===== src/rtl/sfs_pkg.sv =====
// Purpose: shared constants for the serial flash front end and its host
// Assumes: 200 MHz system clock on both ends
// Notes:   opcodes and host register offsets are local choices
`default_nettype none
package sfs_pkg;
  // ****************************************
  // clock and link timing
  // ****************************************
  localparam int CLK_PERIOD_NS = 5;
  localparam int SCK_HALF_NS   = 80;
  localparam int SCK_HALF_CYC  = (SCK_HALF_NS + CLK_PERIOD_NS - 1)
                                 / CLK_PERIOD_NS;
  localparam int BYTE_BITS     = 8;

  // ****************************************
  // status register layout and reset values
  // ****************************************
  localparam int ST_BUSY = 0;
  localparam int ST_WEL  = 1;
  localparam int ST_BP0  = 2;
  localparam int ST_BP1  = 3;
  localparam int ST_AAI  = 6;
  localparam int ST_LOCK = 7;
  localparam logic [1:0] RESERVED_VAL   = 2'h0;
  localparam logic       BP_RESET       = 1'b1;
  localparam logic       LOCK_RESET     = 1'b0;
  localparam logic       WEL_RESET      = 1'b0;

  // ****************************************
  // command opcodes
  // ****************************************
  localparam logic [7:0] OP_STATUS_READ   = 8'h05;
  localparam logic [7:0] OP_STATUS_WRITE  = 8'h01;
  localparam logic [7:0] OP_WRITE_ENABLE  = 8'h06;
  localparam logic [7:0] OP_WRITE_DISABLE = 8'h04;

  // ****************************************
  // host register map (wishbone, byte addresses)
  // ****************************************
  localparam int         ADR_W      = 4;
  localparam logic [3:0] REG_DATA   = 4'h0;
  localparam logic [3:0] REG_CTRL   = 4'h4;
  localparam logic [3:0] REG_STAT   = 4'h8;
  localparam int CTRL_SELECT = 0;
  localparam int CTRL_HOLD   = 1;
  localparam int CTRL_WP_HI  = 2;
  localparam int CTRL_MODE3  = 3;
  localparam int CTRL_W      = 4;
  localparam int STAT_XFER   = 0;

  typedef enum logic [1:0] {
    SFS_IDLE  = 2'b01,
    SFS_SHIFT = 2'b10
  } sfs_state_t;
endpackage
`default_nettype wire


===== src/rtl/sfs_link_if.sv =====
// Purpose: four-wire serial link plus hold and write protect
// Assumes: one device, one host
// Notes:   released data out reads high, as through a pull-up
`timescale 1ns/1ps
`default_nettype none
interface sfs_link_if;
  logic sck;
  logic cs_n;
  logic si;
  logic so;
  logic so_oe_n;
  logic hold_n;
  logic wp_n;
  logic so_line;

  // ****************************************
  // wire resolution
  // ****************************************
  // pull-up stands in for the released line
  assign so_line = so_oe_n ? 1'b1 : so;

  modport device (input sck, cs_n, si, hold_n, wp_n, output so, so_oe_n);
  modport host   (output sck, cs_n, si, hold_n, wp_n, input so_line);
endinterface
`default_nettype wire


===== src/rtl/sfs_device.sv =====
// Purpose: serial flash front end, device end: framing, hold, status reg
// Assumes: link pins are asynchronous; sck at most 1/16 of clk_i
// Notes:   erase/program engines live outside; busy/aai/wel events come in
//
// Contract
// - capture input bits on sck rising edges
// - change serial output on sck falling edges
// - chip select falling starts a transaction
// - work with sck idling low or high
// - hold entry only while chip selected
// - enter hold at first sck low
// - leave hold at first sck low
// - hold releases output, freezes transfer progress
// - deselect during hold resets interface, stays held
// - write protect low plus lock rejects writes
// - status bit 0 shows busy
// - status bit 1 shows write enable latch
// - bits 2,3 protection level, reset ones
// - bits 4,5 reserved, read zero
// - bit 6 shows auto-increment programming mode
// - lock bit makes protection bits read-only (here only while write protect is low; with it high they stay writable)
// - while busy only status reads served
// - write enable latch auto-clears on completions
// - bytes shifted msb first, eight bits
// - early deselect aborts current instruction
//
// The placing of the registers and the Wishbone register port were decided locally.
`timescale 1ns/1ps
`default_nettype none
module sfs_device
  import sfs_pkg::*;
(
  input  wire logic       clk_i,
  input  wire logic       rst_i,
  sfs_link_if.device      link,
  input  wire logic       busy_i,
  input  wire logic       aai_mode_i,
  input  wire logic       wel_clear_i,
  output logic            cmd_valid_o,
  output logic [7:0]      cmd_code_o,
  output logic [7:0]      status_o,
  output logic            held_o
);
  import sfs_pkg::*;

  // ****************************************
  // pin synchronisers
  // ****************************************
  // order: sck, cs_n, si, hold_n, wp_n
  logic [4:0] pin_meta_q;
  logic [4:0] pin_sync_q;
  logic       sck_prev_q;
  logic       cs_prev_q;

  // two stages before any logic looks at a pin
  // reset to idle levels: sck low, deselected, hold and protect released
  always_ff @(posedge clk_i) begin
    if (rst_i) begin
      pin_meta_q <= 5'h0b;
      pin_sync_q <= 5'h0b;
    end else begin
      pin_meta_q <= {link.sck, link.cs_n, link.si, link.hold_n, link.wp_n};
      pin_sync_q <= pin_meta_q;
    end
  end

  logic sck_s;
  logic cs_n_s;
  logic si_s;
  logic hold_n_s;
  logic wp_n_s;
  assign {sck_s, cs_n_s, si_s, hold_n_s, wp_n_s} = pin_sync_q;

  // edge history sits after the second stage
  always_ff @(posedge clk_i) begin
    if (rst_i) begin
      sck_prev_q <= 1'b0;
      cs_prev_q  <= 1'b1;
    end else begin
      sck_prev_q <= sck_s;
      cs_prev_q  <= cs_n_s;
    end
  end

  // ****************************************
  // hold tracking
  // ****************************************
  logic held_q;
  logic active;
  logic sck_rise;
  logic sck_fall;
  logic cs_fall;

  // held state set only while sck is low; cleared while sck is low or while deselected
  always_ff @(posedge clk_i) begin
    if (rst_i) begin
      held_q <= 1'b0;
    end else if (!hold_n_s && !sck_s && (!cs_n_s || held_q)) begin
      held_q <= 1'b1;
    end else if (hold_n_s && (!sck_s || cs_n_s)) begin
      held_q <= 1'b0;
    end
  end

  // edges in hold are ignored, so progress is kept
  assign active   = !cs_n_s && !held_q;
  assign sck_rise = active && sck_s && !sck_prev_q;
  assign sck_fall = active && !sck_s && sck_prev_q;
  assign cs_fall  = !cs_n_s && cs_prev_q;

  // ****************************************
  // byte assembly
  // ****************************************
  logic [2:0] bit_cnt_q;
  logic [7:0] in_sr_q;
  logic       first_done_q;
  logic [7:0] opcode_q;
  logic [7:0] rx_byte;
  logic       byte_done;

  assign rx_byte   = {in_sr_q[6:0], si_s};
  assign byte_done = sck_rise && (bit_cnt_q == 3'(BYTE_BITS - 1));

  // deselect clears the count, so a cut byte never completes
  always_ff @(posedge clk_i) begin
    if (rst_i || cs_n_s || cs_fall) begin
      bit_cnt_q    <= 3'h0;
      first_done_q <= 1'b0;
      in_sr_q      <= 8'h00;
      opcode_q     <= 8'h00;
    end else if (sck_rise) begin
      in_sr_q   <= rx_byte;
      bit_cnt_q <= bit_cnt_q + 3'h1;
      if (byte_done && !first_done_q) begin
        first_done_q <= 1'b1;
        opcode_q     <= rx_byte;
      end
    end
  end

  logic op_done;
  logic data_done;
  assign op_done   = byte_done && !first_done_q;
  assign data_done = byte_done && first_done_q;

  // ****************************************
  // status register
  // ****************************************
  logic       bp_lo_q;
  logic       bp_hi_q;
  logic       lock_q;
  logic       wel_q;
  logic       status_wr;
  logic [7:0] status_now;

  // lock only bites while write protect is low
  assign status_wr = data_done && opcode_q == OP_STATUS_WRITE && !busy_i
                     && !(lock_q && !wp_n_s);

  always_comb begin
    status_now          = 8'h00;
    status_now[ST_BUSY] = busy_i;
    status_now[ST_WEL]  = wel_q;
    status_now[ST_BP0]  = bp_lo_q;
    status_now[ST_BP1]  = bp_hi_q;
    status_now[ST_BP1+2:ST_BP1+1] = RESERVED_VAL;
    status_now[ST_AAI]  = aai_mode_i;
    status_now[ST_LOCK] = lock_q;
  end

  // writable bits only; reserved and read-only bits never stored
  always_ff @(posedge clk_i) begin
    if (rst_i) begin
      bp_lo_q <= BP_RESET;
      bp_hi_q <= BP_RESET;
      lock_q  <= LOCK_RESET;
    end else if (status_wr) begin
      bp_lo_q <= rx_byte[ST_BP0];
      bp_hi_q <= rx_byte[ST_BP1];
      lock_q  <= rx_byte[ST_LOCK];
    end
  end

  // enable command wins over a same-cycle completion clear
  always_ff @(posedge clk_i) begin
    if (rst_i) begin
      wel_q <= WEL_RESET;
    end else if (op_done && rx_byte == OP_WRITE_ENABLE && !busy_i) begin
      wel_q <= 1'b1;
    end else if (wel_clear_i
                 || (op_done && rx_byte == OP_WRITE_DISABLE && !busy_i)) begin
      wel_q <= 1'b0;
    end
  end

  // ****************************************
  // command hand-off to the memory engines
  // ****************************************
  // busy device drops every opcode except the status read
  always_ff @(posedge clk_i) begin
    if (rst_i) begin
      cmd_valid_o <= 1'b0;
      cmd_code_o  <= 8'h00;
    end else begin
      cmd_valid_o <= op_done && !busy_i
                     && rx_byte != OP_STATUS_READ
                     && rx_byte != OP_STATUS_WRITE
                     && rx_byte != OP_WRITE_ENABLE
                     && rx_byte != OP_WRITE_DISABLE;
      if (op_done) begin
        cmd_code_o <= rx_byte;
      end
    end
  end

  // ****************************************
  // serial output
  // ****************************************
  logic       reading_q;
  logic [7:0] out_sr_q;
  logic [2:0] out_cnt_q;
  logic       drive_q;
  logic       so_q;
  logic       oe_n_q;

  // status read repeats, fresh snapshot every byte so busy can be polled
  always_ff @(posedge clk_i) begin
    if (rst_i || cs_n_s) begin
      reading_q <= 1'b0;
      drive_q   <= 1'b0;
      out_cnt_q <= 3'h0;
      out_sr_q  <= 8'h00;
      so_q      <= 1'b0;
    end else if (op_done && rx_byte == OP_STATUS_READ) begin
      reading_q <= 1'b1;
      out_sr_q  <= status_now;
    end else if (sck_fall && reading_q) begin
      drive_q   <= 1'b1;
      so_q      <= out_sr_q[7];
      out_cnt_q <= out_cnt_q + 3'h1;
      if (out_cnt_q == 3'(BYTE_BITS - 1)) begin
        out_sr_q <= status_now;
      end else begin
        out_sr_q <= {out_sr_q[6:0], 1'b0};
      end
    end
  end

  // released in hold and while deselected
  always_ff @(posedge clk_i) begin
    if (rst_i) begin
      oe_n_q <= 1'b1;
    end else begin
      oe_n_q <= !(drive_q && active);
    end
  end

  assign link.so      = so_q;
  assign link.so_oe_n = oe_n_q;
  assign status_o     = status_now;
  assign held_o       = held_q;
endmodule
`default_nettype wire


===== src/flat_wrapper.sv =====
// flat-port wrapper written by rule: the top's interface ports become plain ports
module sfs_device_flat import sfs_pkg::*;
  (clk_i, rst_i, busy_i, aai_mode_i, wel_clear_i, cmd_valid_o, cmd_code_o, status_o, held_o, link_sck, link_cs_n, link_si, link_hold_n, link_wp_n, link_so, link_so_oe_n);
  sfs_link_if link_i ();
  input  wire logic clk_i;
  input  wire logic rst_i;
  input  wire logic busy_i;
  input  wire logic aai_mode_i;
  input  wire logic wel_clear_i;
  output logic cmd_valid_o;
  output logic [7:0] cmd_code_o;
  output logic [7:0] status_o;
  output logic held_o;
  input wire logic [$bits(link_i.sck)-1:0] link_sck;
  input wire logic [$bits(link_i.cs_n)-1:0] link_cs_n;
  input wire logic [$bits(link_i.si)-1:0] link_si;
  input wire logic [$bits(link_i.hold_n)-1:0] link_hold_n;
  input wire logic [$bits(link_i.wp_n)-1:0] link_wp_n;
  output wire logic [$bits(link_i.so)-1:0] link_so;
  output wire logic [$bits(link_i.so_oe_n)-1:0] link_so_oe_n;
  assign link_i.sck = link_sck;
  assign link_i.cs_n = link_cs_n;
  assign link_i.si = link_si;
  assign link_i.hold_n = link_hold_n;
  assign link_i.wp_n = link_wp_n;
  assign link_so = link_i.so;
  assign link_so_oe_n = link_i.so_oe_n;
  sfs_device u_core (.clk_i(clk_i), .rst_i(rst_i), .link(link_i), .busy_i(busy_i), .aai_mode_i(aai_mode_i), .wel_clear_i(wel_clear_i), .cmd_valid_o(cmd_valid_o), .cmd_code_o(cmd_code_o), .status_o(status_o), .held_o(held_o));
endmodule

===== config.mk =====
export PLATFORM = sky130hd
export DESIGN_NAME = sfs_device_flat
export DESIGN_NICKNAME = d
export VERILOG_FILES = /design/src/rtl/sfs_pkg.sv /design/src/rtl/sfs_link_if.sv /design/src/rtl/sfs_device.sv /design/src/flat_wrapper.sv
export SDC_FILE = /design/constraint.sdc
export NUM_CORES = 1
export LEC_CHECK = 0
export BUFFER_PORTS_ARGS = -buffer_cell sky130_fd_sc_hd__buf_2
export CORE_UTILIZATION = 38
export DETAILED_ROUTE_END_ITERATION = 6
export GPL_TIMING_DRIVEN = 0
export PLACE_DENSITY = 0.61
export SYNTH_ARGS = -nofsm -noshare
export SYNTH_HDL_FRONTEND = slang
export SYNTH_SLANG_ARGS = --single-unit
export TNS_END_PERCENT = 5

===== constraint.sdc =====
create_clock -name clk_i -period 3.75 [get_ports clk_i]
set_input_delay 0.5625 -clock clk_i [delete_from_list [all_inputs] [get_ports clk_i]]
set_output_delay 0.5625 -clock clk_i [all_outputs]
set_load 0.005 [all_outputs]

==> results.cfg <==
[detailed_routing]
antenna_left = 0
vias = 1835
first_iter_violations = 107
dr.pass1.iters = 4
drc = 0
drt-vias-per-instance = 4.83
wl_per_cell_um = 12.5
routed_wl_um = 4730

[cts]
cts_buffer_depth = 2
cts.reportedPaths.clkPinSlew_ns = 0.06
postCtsSetupRepairBufs = 0
htree_levels = 3
cts_resized = 0
cts_hold_buf = 0
clock_latency_ns = 0.34
root_buffer = clkbuf_8
numCtsBuffers = 9
clock_sinks = 60
cts_tree = done

[timing]
rsz0062_at_grt = false
max_freq_ghz = 0.531
drv_slew = 0
finalHoldViolCount = 0
finalCritPeriodShare = 0.502
period_needed_ns = 1.88
tns_ns = 0
finalSetupViolCount = 0
worst_pin_slew_ns = 0.580
fin_skew_ns = 0.00867
timing.final.ws_setup_ns = 1.87
slew_headroom = 0.610

[logic_synthesis]
ys_warn_count = 0
ys_seq_area_frac = 0.503
yosysMostFrequentCell = dfxtp_1
synthTopCellsByArea = dfxtp_1, nand2_1, a21oi_1
synth_edf_count = 0
synth.largest_area_cell = dfxtp_1
synth.distinct_cells = 36
ys_top_cells_by_count = dfxtp_1, nand2_1, a21oi_1, nor2_1, inv_1
syn_area_um2 = 2390
ys_ff_latch = 60
synthCells = 263
async_flop_share = 0
synth_top_area_frac = 0.503
syn_area_per_cell_um2 = 9.08
synthFlopType = dfxtp_1

[power]
leakage_nw = 0.987
p_int_uw = 903
switching_share = 0.216
p_sw_uw = 249
p_per_area_nw_per_um2 = 415
pwr-share-seq = 0.561
ir_worst_vdd_uv = 218
power_frac_clock = 0.414
p_comb_frac = 0.025

[placed_design]
globalplace.congestion = 0.769
detailed_place_hpwl_um = 3340
place_ws_ns = 1.79
portBuffers = 27
dp.cells = 366

[worst_setup_path]
slowest_stage = nor4b_2
crit_type = register to register
rrSetupSlack_ns = 1.87
slowest_delay_ns = 0.55
critPathLaunchType = register
path_cells = nor4b_2, nand3b_1, clkbuf_1, nand2_1, a21oi_1
cp-end-kind = register
critPathRequiredTime_ns = 3.94
cp_max_fo = 10
arrival_ns = 2.08

[hold_path]
hold_class = input port to register

[global_route]
grt_pass1_vias = 1715
antenna_found_initial = 0
grt_pass1_wl_um = 7940
gr-total-overflow = 0
grt_max_degree = 11
grtUsageTotal = 0.166

[floorplanning]
die_y_um = 81.3
io_pins = 30
row_count = 28
start_util = 0.399
core_um2 = 5990
dieArea_um2 = 6610
die_w_um = 81.3

[finish]
drive_gt1_frac = 0.223
utilization = 0.464
n_antenna_cell = 0
num-nets-final = 316
final_cells = 380
synthToLayoutAreaGrowth_pct = 16.3

[run]
maxCapViolCount = 0

[run_status]
status = completed
[area by class of cell]
cell class              instances  area (um2)
fillers                       584        3210
flip-flops and latches         60        1200
multi-input cells             173        1010
plain buffers                  21         146
clock buffers                  11         141
repair buffers                 27         135
well taps                      75        93.8
inverters                      10        37.5
clock inverters                 3        15.0
[placed cells by master, fill, tap and decap left out, types with 2 or more instances in the layout]
| master | n |
|---|---|
| dfxtp_1 | 60 |
| clkbuf_1 | 9 |
| conb_1 | 2 |
| mux2i_1 | 9 |
| nand3_1 | 5 |
| buf_2 | 27 |
| xnor2_1 | 2 |
| clkbuf_8 | 10 |
| o22a_2 | 4 |
| nand4_1 | 3 |
| nor3_1 | 3 |
| nor2b_1 | 4 |
| buf_6 | 5 |
| nor2_1 | 15 |
| buf_4 | 8 |
| nand3b_1 | 5 |
| inv_1 | 10 |
| nor4b_1 | 2 |
| or2_2 | 6 |
| clkinv_2 | 3 |
| o21ai_0 | 2 |
| a21oi_1 | 38 |
| nand2b_1 | 2 |
| nand2_1 | 53 |
| ha_1 | 4 |
[routing by layer]
layer	track usage	share of wire	up-vias	wire length (um)
li1	-	-	954	-
met1	0.209	0.50	841	2350
met2	0.250	0.44	32	2090
met3	0.0506	0.043	8	205
met4	0.0964	0.019	0	91
met5	0	0	-	0
[sequential cells by signal (all words and copies together), names as in the netlist, 3 cells and up]
register and cells:
u_core.in_sr_q 7, u_core.pin_sync_q 5, u_core.opcode_q 8, u_core.out_cnt_q 3, u_core.out_sr_q 8, u_core.pin_meta_q 5
u_core.cmd_code_o 8, u_core.bit_cnt_q 3
[final timing paths]
kind,start,to,cells past startpoint
min reg2reg,u_core.pin_meta_q[3],u_core.pin_sync_q[3],1
max,u_core.held_o,u_core.cmd_code_o[4],5
max reg2reg,u_core.held_o,u_core.cmd_code_o[4],5
min,link_cs_n,u_core.pin_meta_q[3],2
[through the flow]
step | total power, mW | hold WS (ns) | instance area, um2
2_1_floorplan | 0.677 | 0.383 | 2390
6_report | 1.15 | 0.407 | 2780
3_3_place_gp | 0.689 | 0.391 | 2620
3_5_place_dp | 0.689 | 0.399 | 2620
4_1_cts | 1.17 | 0.387 | 2780
5_1_grt | 1.20 | 0.393 | 2780
[power groups by stage]
| stage | combinational [mW] | clock [mW] | sequential, mW |
|---|---|---|---|
| floorplan | 0.0178 | 0 | 0.659 |
| global placement | 0.0284 | 0 | 0.660 |
| detailed placement | 0.0288 | 0 | 0.661 |
| CTS | 0.0289 | 0.495 | 0.646 |
| global route | 0.0320 | 0.521 | 0.647 |
| finish | 0.0284 | 0.477 | 0.646 |
[worst max-delay path, delay by kind of cell, from the launching register on]
kind,cells,cell delay [ns]
simple gates,3,1.00
buf+inv,1,0.31
compound gates,1,0.06
flops,1,0.37
[kinds of logic after synthesis]
group,after synthesis,synth area share
simple gates,106,0.230
flops,60,0.503
compound gates,50,0.123
buf+inv,31,0.0770
mux,9,0.0377
fa+ha+maj,4,0.0210
xor+xnor,2,0.00734
other cells,1,0.00157
No activity file was read; power rests on OpenSTA's default activity.
